File: src/ssp_pkg.sv
// Shared constants and the state type of the synchronous serial port in SPI mode.
// Assumes a 32-bit Avalon-MM slave with byte addresses and one clock domain.
package ssp_pkg;

	////////////////////////////////////////////////////////////////////////////////
	// Register byte offsets.
	localparam logic [3:0] OFS_BUFFER  = 4'h0;
	localparam logic [3:0] OFS_CONTROL = 4'h4;
	localparam logic [3:0] OFS_STATUS  = 4'h8;
	localparam logic [3:0] OFS_AUX     = 4'hc;

	////////////////////////////////////////////////////////////////////////////////
	// Field positions.
	localparam int CTL_WRITE_COLLISION    = 7;
	localparam int CTL_OVF     = 6;
	localparam int CTL_EN      = 5;
	localparam int CTL_CKP     = 4;
	localparam int STS_SMP     = 7;
	localparam int STS_CKE     = 6;
	localparam int AUX_IRQ     = 0;
	localparam int AUX_IRQ_EN  = 1;
	localparam int AUX_DIR_SDO = 2;
	localparam int AUX_DIR_SCK = 3;
	localparam int AUX_DIR_SS  = 4;

	////////////////////////////////////////////////////////////////////////////////
	// Reset values.
	localparam logic [7:0] CONTROL_RESET = 8'h00;
	localparam logic       DIR_RESET     = 1'b1;

	////////////////////////////////////////////////////////////////////////////////
	// Port mode codes.
	localparam logic [3:0] MODE_MASTER_DIV4  = 4'h0;
	localparam logic [3:0] MODE_MASTER_DIV16 = 4'h1;
	localparam logic [3:0] MODE_MASTER_DIV64 = 4'h2;
	localparam logic [3:0] MODE_MASTER_TIMER = 4'h3;
	localparam logic [3:0] MODE_SLAVE_SS     = 4'h4;
	localparam logic [3:0] MODE_SLAVE_NOSS   = 4'h5;

	////////////////////////////////////////////////////////////////////////////////
	// Timing: serial clock period in system clocks, and the half period derived from it.
	localparam int         SCK_DIV_FAST = 4;
	localparam int         SCK_DIV_MID  = 16;
	localparam int         SCK_DIV_SLOW = 64;
	localparam logic [5:0] HALF_FAST    = 6'(SCK_DIV_FAST / 2);
	localparam logic [5:0] HALF_MID     = 6'(SCK_DIV_MID / 2);
	localparam logic [5:0] HALF_SLOW    = 6'(SCK_DIV_SLOW / 2);
	localparam logic [3:0] LAST_HALF    = 4'hf;
	localparam logic [2:0] LAST_BIT     = 3'h7;

	typedef struct packed {
		logic       waitreq;
		logic [7:0] rdata;
		logic [7:0] buffer;
		logic [7:0] shift;
		logic [7:0] control;
		logic       sample_phase;
		logic       cke;
		logic       bf;
		logic       irq;
		logic       irq_en;
		logic       dir_sdo;
		logic       dir_sck;
		logic       dir_ss;
		logic       busy;
		logic [3:0] half;
		logic [5:0] div;
		logic       samp;
		logic [2:0] bits;
		logic       pend;
		logic       sck_prev;
		logic       sdo;
		logic       sdo_oe_n;
		logic       sck;
		logic       sck_oe_n;
		logic       wake;
	} ssp_state_type;

	localparam ssp_state_type STATE_RESET = '{waitreq: 1'b1, control: CONTROL_RESET,
		dir_sdo: DIR_RESET, dir_sck: DIR_RESET, dir_ss: DIR_RESET,
		sdo_oe_n: 1'b1, sck_oe_n: 1'b1, default: '0};

endpackage : ssp_pkg

File: src/ssp_sync_if.sv
// Carries raw pin levels into the synchroniser and the synchronised levels back.
// Assumes the raw side is asynchronous to the system clock.
`timescale 1ns/1ps
interface ssp_sync_if #(parameter int W = 3);
	logic [W-1:0] raw;
	logic [W-1:0] synced;
	modport sync (input raw, output synced);
	modport user (output raw, input synced);
endinterface : ssp_sync_if

File: src/ssp_sync.sv
// Two-flop synchroniser for a group of pin inputs.
// Assumes each bit is an independent level; no word coherency is given.
`timescale 1ns/1ps
module ssp_sync #(
	parameter int W = 3
) (
	input  wire logic i_sys_clk,
	input  wire logic i_resetn,
	ssp_sync_if.sync  port
);
	typedef struct packed {
		logic [W-1:0] meta;
		logic [W-1:0] hold;
	} ssp_sync_state_type;

	ssp_sync_state_type st;
	ssp_sync_state_type next_st;

	always_comb begin
		next_st.meta = port.raw;
		next_st.hold = st.meta;
	end

	always_ff @(posedge i_sys_clk or negedge i_resetn) begin
		if (!i_resetn) begin
			st <= '0;
		end else begin
			st <= next_st;
		end
	end

	assign port.synced = st.hold;
endmodule : ssp_sync

File: src/ssp_spi.sv
// SPI-mode synchronous serial port: Avalon-MM registers, master clock generator and
// slave shifter sampling the external clock.
// Assumes pins arrive asynchronously, i_sleep and i_aux_tick come from logic on i_sys_clk.
//
// Added by the designer: the register addresses and the Avalon-MM slave port.
`timescale 1ns/1ps

// Summary of operation
// RL1: Pins are driven as serial pins only while port_enable is set.
// RL2: Software reconfigures by clearing port_enable, rewriting control, then setting it.
// RL3: Data in is automatic; data out, clock, select obey their direction bits.
// RL4: Shift out on the programmed edge, capture on the other; full duplex.
// RL5: Master starts clocking a byte as soon as the buffer is written.
// RL6: Master with data output disabled keeps receiving bytes into the buffer normally.
// RL7: Bytes are eight bits, MSB first; clock idles at clock_idle_polarity.
// RL8: Master clock is system clock over 4, 16, 64, or timer over 2.
// RL9: With clock_edge_select set, output data is valid before the first edge.
// RL10: Slave shifts on external clock edges and flags after the last bit.
// RL11: Clock line must already idle at the selected level before slave enable.
// RL12: Slave keeps working in sleep and wakes the system on a byte.
// RL13: Mode 04h enables transfer and data output only while select is low.
// RL14: Select rising releases the data output at once, even mid-byte.
// RL15: Select high in mode 0100, or enable cleared, resets the bit counter.
// RL16: Software must use select control for slave mode with clock_edge_select set.
// RL17: Master transfers freeze during sleep and resume afterwards.
// RL18: An enabled flag wakes the system when a slave byte completes.
// RL19: Slave shifter follows the external clock; eight bits set the flag.
// RL20: System reset disables the port and aborts any transfer.
// RL21: SPI modes 00,01,10,11 map to polarity/edge 0/1, 0/0, 1/1, 1/0.
// RL22: buffer_full sets on receive into the buffer, clears on buffer read.
// RL23: Buffer writes during shifting are ignored and set write_collision.
// RL24: Mode codes 0-3 select master rates, 4 and 5 slave variants.
// RL25: Master samples at end of output time if sample_phase, else middle.
// RL26: Slave without select counts edges from enable; every eighth bit ends a byte.
module ssp_spi (
	input  wire logic        i_sys_clk,
	input  wire logic        i_resetn,
	input  wire logic [3:0]  i_avs_address,
	input  wire logic        i_avs_read,
	input  wire logic        i_avs_write,
	input  wire logic [31:0] i_avs_writedata,
	input  wire logic [3:0]  i_avs_byteenable,
	output logic      [31:0] o_avs_readdata,
	output logic             o_avs_waitrequest,
	input  wire logic        i_sck,
	input  wire logic        i_sdi,
	input  wire logic        i_ss_n,
	input  wire logic        i_sleep,
	input  wire logic        i_aux_tick,
	output logic             o_sck,
	output logic             o_sck_oe_n,
	output logic             o_sdo,
	output logic             o_sdo_oe_n,
	output logic             o_wake
);
	////////////////////////////////////////////////////////////////////////////////
	// Pin synchronisation.
	ssp_sync_if #(.W(3)) pin_sync ();

	assign pin_sync.raw = {i_sck, i_sdi, i_ss_n};

	ssp_sync #(.W(3)) u_sync (
		.i_sys_clk (i_sys_clk),
		.i_resetn  (i_resetn),
		.port      (pin_sync.sync)
	);

	////////////////////////////////////////////////////////////////////////////////
	// Decodes.
	ssp_pkg::ssp_state_type st;
	ssp_pkg::ssp_state_type next_st;

	logic       sck_s;
	logic       sdi_s;
	logic       ss_n_s;
	logic       en;
	logic       clock_idle_polarity;
	logic [3:0] mode;
	logic       is_master;
	logic       is_slave_ss;
	logic       is_slave;
	logic       ss_sel;
	logic       ss_reset;
	logic       slv_sck;
	logic       lead_edge;
	logic       trail_edge;
	logic       samp_edge;
	logic       shift_edge;
	logic [5:0] half_len;
	logic       half_end;
	logic       bus_req;
	logic       wr_acc;
	logic       rd_acc;
	logic [7:0] wdata;
	logic       wr_buf;
	logic       xfer_active;
	logic       start_xfer;
	logic [7:0] status_view;
	logic [7:0] aux_view;
	logic [7:0] rx_byte;
	logic       done;
	logic       bit_in;

	assign sck_s       = pin_sync.synced[2];
	assign sdi_s       = pin_sync.synced[1];
	assign ss_n_s      = pin_sync.synced[0];
	assign en          = st.control[ssp_pkg::CTL_EN];
	assign clock_idle_polarity         = st.control[ssp_pkg::CTL_CKP];
	assign mode        = st.control[3:0];
	assign is_master   = (mode <= ssp_pkg::MODE_MASTER_TIMER); // RL24
	assign is_slave_ss = (mode == ssp_pkg::MODE_SLAVE_SS);
	assign is_slave    = is_slave_ss || (mode == ssp_pkg::MODE_SLAVE_NOSS);
	// A select pin set as output drops its select function and reads as selected.
	assign ss_sel      = !is_slave_ss || !st.dir_ss || !ss_n_s; // RL3 RL13
	assign ss_reset    = is_slave_ss && st.dir_ss && ss_n_s;
	// A clock pin set as output in slave mode gives no edges.
	assign slv_sck     = st.dir_sck ? sck_s : clock_idle_polarity; // RL3 RL19
	assign lead_edge   = (slv_sck != st.sck_prev) && (slv_sck != clock_idle_polarity);
	assign trail_edge  = (slv_sck != st.sck_prev) && (slv_sck == clock_idle_polarity);
	assign samp_edge   = st.cke ? lead_edge : trail_edge; // RL4 RL21
	assign shift_edge  = st.cke ? trail_edge : lead_edge; // RL4 RL21
	assign half_len    = (mode == ssp_pkg::MODE_MASTER_DIV16) ? ssp_pkg::HALF_MID :
	                     (mode == ssp_pkg::MODE_MASTER_DIV64) ? ssp_pkg::HALF_SLOW :
	                     ssp_pkg::HALF_FAST; // RL8
	assign half_end    = st.busy && en && !i_sleep && // RL17
	                     ((mode == ssp_pkg::MODE_MASTER_TIMER) ? i_aux_tick :
	                      (st.div == half_len - 6'h01)); // RL8
	assign bus_req     = i_avs_read || i_avs_write;
	assign wr_acc      = i_avs_write && !st.waitreq && i_avs_byteenable[0];
	assign rd_acc      = i_avs_read && !st.waitreq;
	assign wdata       = i_avs_writedata[7:0];
	assign wr_buf      = wr_acc && (i_avs_address == ssp_pkg::OFS_BUFFER);
	assign xfer_active = st.busy || st.pend || (st.bits != 3'h0);
	assign start_xfer  = wr_buf && !xfer_active && en && is_master;
	assign status_view = {st.sample_phase, st.cke, 5'h00, st.bf};
	assign aux_view    = {1'b0, st.busy, sck_s, st.dir_ss, st.dir_sck, st.dir_sdo,
	                      st.irq_en, st.irq};

	////////////////////////////////////////////////////////////////////////////////
	// Next state. Software clears come first so that hardware sets win.
	always_comb begin
		next_st = st;
		rx_byte = 8'h00;
		done    = 1'b0;
		bit_in  = 1'b0;

		// One wait state: a request is seen with waitrequest high and taken next edge.
		next_st.waitreq = !(bus_req && st.waitreq);
		if (bus_req && st.waitreq) begin
			unique case (i_avs_address)
				ssp_pkg::OFS_BUFFER:  next_st.rdata = st.buffer;
				ssp_pkg::OFS_CONTROL: next_st.rdata = st.control;
				ssp_pkg::OFS_STATUS:  next_st.rdata = status_view;
				ssp_pkg::OFS_AUX:     next_st.rdata = aux_view;
				default:              next_st.rdata = 8'h00;
			endcase
		end
		if (wr_acc) begin
			unique case (i_avs_address)
				ssp_pkg::OFS_BUFFER: begin
					if (xfer_active) begin
						next_st.control[ssp_pkg::CTL_WRITE_COLLISION] = 1'b1; // RL23
					end else begin
						next_st.buffer = wdata;
						next_st.shift  = wdata; // RL9
					end
				end
				ssp_pkg::OFS_CONTROL: next_st.control = wdata;
				ssp_pkg::OFS_STATUS: begin
					next_st.sample_phase = wdata[ssp_pkg::STS_SMP];
					next_st.cke = wdata[ssp_pkg::STS_CKE];
				end
				ssp_pkg::OFS_AUX: begin
					next_st.irq     = wdata[ssp_pkg::AUX_IRQ];
					next_st.irq_en  = wdata[ssp_pkg::AUX_IRQ_EN];
					next_st.dir_sdo = wdata[ssp_pkg::AUX_DIR_SDO];
					next_st.dir_sck = wdata[ssp_pkg::AUX_DIR_SCK];
					next_st.dir_ss  = wdata[ssp_pkg::AUX_DIR_SS];
				end
				default: begin
				end
			endcase
		end
		if (start_xfer) begin
			next_st.busy = 1'b1; // RL5
			next_st.half = 4'h0;
			next_st.div  = 6'h00;
		end
		if (rd_acc && (i_avs_address == ssp_pkg::OFS_BUFFER)) begin
			next_st.bf = 1'b0; // RL22
		end

		// Master: sixteen half periods per byte; odd halves end with a shift.
		if (half_end) begin
			next_st.div = 6'h00;
			if (!st.half[0]) begin
				next_st.samp = sdi_s; // RL25
			end else begin
				bit_in        = st.sample_phase ? sdi_s : st.samp; // RL25
				next_st.shift = {st.shift[6:0], bit_in}; // RL4 RL6 RL7
				if (st.half == ssp_pkg::LAST_HALF) begin
					next_st.busy = 1'b0;
					rx_byte      = {st.shift[6:0], bit_in};
					done         = 1'b1;
				end
			end
			next_st.half = st.half + 4'h1;
		end else if (st.busy && !i_sleep) begin
			next_st.div = st.div + 6'h01; // RL17
		end

		// Slave: runs in sleep too, since only the external clock moves it.
		if (en && is_slave && ss_sel) begin
			if (samp_edge) begin
				if (st.bits == ssp_pkg::LAST_BIT) begin
					rx_byte       = {st.shift[6:0], sdi_s}; // RL10 RL19 RL26
					next_st.shift = rx_byte;
					next_st.bits  = 3'h0;
					next_st.pend  = 1'b0;
					done          = 1'b1;
				end else begin
					next_st.samp = sdi_s; // RL4
					next_st.pend = 1'b1;
					next_st.bits = st.bits + 3'h1;
				end
			end else if (shift_edge && st.pend) begin
				next_st.shift = {st.shift[6:0], st.samp}; // RL4 RL7
				next_st.pend  = 1'b0;
			end
		end

		if (done) begin
			next_st.irq = 1'b1; // RL10 RL12 RL18 RL19
			if (st.bf && !is_master) begin
				next_st.control[ssp_pkg::CTL_OVF] = 1'b1;
			end else begin
				next_st.buffer = rx_byte; // RL6 RL22
				next_st.bf     = 1'b1; // RL22
			end
		end

		if (!en || ss_reset) begin
			next_st.bits = 3'h0; // RL15
			next_st.pend = 1'b0; // RL15
			if (!en) begin
				next_st.busy = 1'b0; // RL15
				next_st.half = 4'h0;
				next_st.div  = 6'h00;
			end
		end

		// Pins.
		next_st.sck_prev = slv_sck;
		next_st.sdo      = next_st.shift[7]; // RL7 RL9
		next_st.sdo_oe_n = !(en && (is_master || is_slave) && !st.dir_sdo && ss_sel); // RL1 RL3 RL13 RL14
		next_st.sck_oe_n = !(en && is_master && !st.dir_sck); // RL1 RL3
		next_st.sck      = clock_idle_polarity ^ (en && is_master && next_st.busy &&
		                   (next_st.half[0] == st.cke)); // RL7 RL21
		next_st.wake     = i_sleep && st.irq_en && next_st.irq; // RL12 RL18
	end

	always_ff @(posedge i_sys_clk or negedge i_resetn) begin
		if (!i_resetn) begin
			st <= ssp_pkg::STATE_RESET; // RL20
		end else begin
			st <= next_st;
		end
	end

	assign o_avs_readdata    = {24'h000000, st.rdata};
	assign o_avs_waitrequest = st.waitreq;
	assign o_sck             = st.sck;
	assign o_sck_oe_n        = st.sck_oe_n;
	assign o_sdo             = st.sdo;
	assign o_sdo_oe_n        = st.sdo_oe_n;
	assign o_wake            = st.wake;
endmodule : ssp_spi

File: config.mk
export PLATFORM = sky130hd
export DESIGN_NAME = ssp_spi
export DESIGN_NICKNAME = d
export VERILOG_FILES = /design/src/ssp_pkg.sv /design/src/ssp_sync_if.sv /design/src/ssp_sync.sv /design/src/ssp_spi.sv
export SDC_FILE = /design/constraint.sdc
export NUM_CORES = 1
export LEC_CHECK = 0
export BUFFER_PORTS_ARGS = -buffer_cell sky130_fd_sc_hd__buf_2
export CAP_MARGIN = 10
export CELL_PAD_IN_SITES_DETAIL_PLACEMENT = 0
export CELL_PAD_IN_SITES_GLOBAL_PLACEMENT = 2
export CORE_ASPECT_RATIO = 0.75
export CORE_MARGIN = 2
export CORE_UTILIZATION = 37
export CTS_CLUSTER_SIZE = 30
export DETAILED_ROUTE_END_ITERATION = 10
export PLACE_DENSITY_LB_ADDON = 0.2
export SYNTH_ARGS = -nofsm -noshare
export SYNTH_HDL_FRONTEND = slang
export SYNTH_SLANG_ARGS = --single-unit
File: constraint.sdc
create_clock -name i_sys_clk -period 5.11 [get_ports i_sys_clk]
set_input_delay 0.7665 -clock i_sys_clk [delete_from_list [all_inputs] [get_ports i_sys_clk]]
set_output_delay 0.7665 -clock i_sys_clk [all_outputs]
set_load 0.02 [all_outputs]
==> results_dict.tcl <==
set metrics [dict create \
    clk_pin_slew_ps 50 \
    cts_buffers 9 \
    io_pins 87 \
    hold_end "u_sync.port.synced[2]$_DFF_PN0_" \
    antenna_found_initial 0 \
    hold_viol_final 0 \
    postRouteAntennaNets 0 \
    path_max_fanout 14 \
    crit_buf_inv 2 \
    synth_edf_count 0 \
    p_seq_share_pct 43.8 \
    core_region_area_um2 10100 \
    critPathTopFamily "simple AND/OR/NAND/NOR gates" \
    worstPathCellList "buf_2, nor4_2, nor4b_4, buf_4, mux2_2, mux2_4" \
    fp.dieH_um 91.8 \
    finalClockSkew_ps 4.63 \
    post_cts_buffers 0 \
    grt_pass1_vias 2549 \
    switchingPower_uw 390 \
    ys.flop_type "dfrtp_1" \
    path_class "in -> reg" \
    synth_area_leaders "dfrtp_1 41%, mux2_2 10%, buf_4 6.3%, dfstp_2 4.1%, mux2i_1 3.7%" \
    min_period_ps 2720 \
    cpMaxStageDelayCell "nor4b_4" \
    p_leak_uw 0.00193 \
    fin_tns_setup_ps 0 \
    grt_use_total_pct 16.8 \
    slew_headroom_pct 33.5 \
    p_int_uw 1080 \
    startpoint_type "input port" \
    synth.avg_cell_area_um2 10.8 \
    worstPathRequired_ps 5320 \
    synth.distinct_cells 62 \
    r2r_slack_ps 2540 \
    finalSetupViolCount 0 \
    final_layout_size_suffix_gt1_share_pct 30.6 \
    slew_violations 0 \
    diodes 0 \
    timing.final.ws_setup_ps 2390 \
    grt_first_pass_wirelength_um 14100 \
    yosysSeqAreaShare_pct 44.9 \
    switching_share_pct 26.5 \
    p_per_area_nw_per_um2 345 \
    viasPerCell 4.97 \
    cp.arrival_ps 2930 \
    synth.most_common_cell "dfrtp_1" \
    min_path_cells 0 \
    period_share_pct 53.2 \
    reg2reg_from "aux_view[3]$_DFFE_PN1P_" \
    insertion_delay_ps 330 \
    hold_start "u_sync.next_st[2]$_DFF_PN0_" \
    die_x_um 121 \
    worst-r2r-cell-count 7 \
    syn2layout_area_growth_pct 12.1 \
    via_count 2589 \
    grt_max_degree 52 \
    drtIter0Drc 77 \
    ys_async_sr_fraction_pct 100 \
    port_buffers 35 \
    synth_top_area_share_pct 40.8 \
    clockRootBuffer "clkbuf_16" \
    fin_nets 434 \
    yosysTopAreaCell "dfrtp_1" \
    ys_warn_count 0 \
    die_area_um2 11100 \
    pre_cts_ws_ps 2060 \
    slowest_delay_ps 570 \
    syn-cell-area_um2 3800 \
    firstDrtPassIters 4 \
    clock_sink_count 68 \
    max_freq_ghz 0.368 \
    r2r-end "st[53]$_DFF_PN0_" \
    cts_max_path_buffers 2 \
    rsz0062_at_grt "false" \
    worst_slew_pin_slew_ps 991 \
    status "finished, final reports clean" \
    syn_inst 352 \
    cts.htree.levels 3 \
    ys_ff_latch 68 \
    drt-total-wl_um 8530 \
    ir_worst_vdd_v 0.000187 \
    hp-class "reg -> reg" \
    wl_per_cell_um 16.4 \
    initial_core_util_pct 37.5 \
    cts_tree "yes" \
    detailed_place_hpwl_um 6240 \
    postCtsResizedCells 0 \
    postCtsHoldBufs 0 \
    rows 32 \
    p_comb_share_pct 13.6 \
    synth.top_cells.by_count "62 x dfrtp_1, 35 x mux2_2, 32 x buf_4, 25 x nor2_1, 24 x nand2_1" \
    gp_congestion 0.753 \
    route.detailed.drc 0 \
    end_kind "flop" \
    pwr-share-clk_pct 42.5 \
    grt_overflow_total 0 \
    maxCapViolCount 0 \
]
## cell usage in the layout (no fill, tap or decap), drive strengths merged, types with 3 or more instances in the layout
cell,count
conb,24
o21a,5
and3,3
nor3,3
a221oi,3
nand4,4
dfrtp,62
mux2,43
a211oi,3
nand2,25
nor2b,12
mux2i,15
o21ai,21
clkbuf,12
ha,5
nand3,12
buf,37
a21oi,12
o211ai,3
inv,9
nor2,28
dfstp,6
and2,3
## state kept, by name, indices dropped and copies added, names as in the netlist, 3 cells and up
name                cells
u_sync.port.synced      3
mode                    4
st                     36
u_sync.next_st          3
o_avs_readdata          8
aux_view                6
## cell type report
| cell class | count | area [µm²] |
|---|---|---|
| fill | 1000 | 5860 |
| sequential | 68 | 1710 |
| inverter | 9 | 33.8 |
| clock inverter | 4 | 47.5 |
| tap | 136 | 170 |
| multi-input combinational | 255 | 1860 |
| clock buffer | 12 | 256 |
| timing repair buffer | 37 | 190 |
## layer usage
layer / track usage (%) / part of all wire [%]
met3: 4.54 / 3.3
met1: 25.7 / 54
met4: 4.36 / 1.1
met5: 0 / 0
met2: 23.1 / 42
## kinds of logic after synthesis
logic type               Yosys count  share of synthesized area (%)
XOR/XNOR                           4                           1.12
multiplexers                      58                           17.6
adder cells (fa/ha/maj)            5                           1.64
flip-flops                        68                           44.9
other                              1                         0.0986
buffers and inverters             52                           8.49
AND/OR/NAND/NOR                  104                           15.3
AO/OA/AOI/OAI                     60                           10.9
## worst max-delay path by stage
stage                           from               end  slack (ps)  depth (start not counted)
floorplan           i_avs_address[3]  st[47]$_DFF_PN0_        2550                          5
global placement    i_avs_address[2]  st[51]$_DFF_PN0_        2080                          6
detailed placement  i_avs_address[2]  st[53]$_DFF_PN0_        2060                          6
CTS                 i_avs_address[2]  st[53]$_DFF_PN0_        2390                          6
global route        i_avs_address[2]  st[53]$_DFF_PN0_        2260                          6
finish              i_avs_address[2]  st[53]$_DFF_PN0_        2390                          6
## stage by stage
step / cells / hold WS (ps) / power [µW] / util (%) / instance area, µm²
6_report: 521 / 347 / 1470 / 42.1 / 4270
5_1_grt: 521 / 354 / 1540 / 42.1 / 4270
3_5_place_dp: 505 / 335 / 857 / 39.1 / 3960
2_1_floorplan: 375 / 331 / 803 / - / 3890
4_1_cts: 521 / 347 / 1490 / 42.1 / 4270
3_3_place_gp: 505 / 334 / 855 / 39.1 / 3960
## worst register-to-register path, cell delays in order, from the launching register on
cell	delay [ps]
dfstp_2	640
nor2b_1	200
a31oi_1	100
a21oi_1	420
nand4_1	270
o21a_4	260
nor2_8	230
mux2_4	330
## power groups by stage
stage          Sequential [µW]  Combinational, µW  Clock [µW]
3_3_place_gp               654                201           0
2_1_floorplan              636                167           0
4_1_cts                    646                203         644
3_5_place_dp               655                202           0
6_report                   646                201         626
5_1_grt                    654                224         665
(Power assumes the default switching activity.)
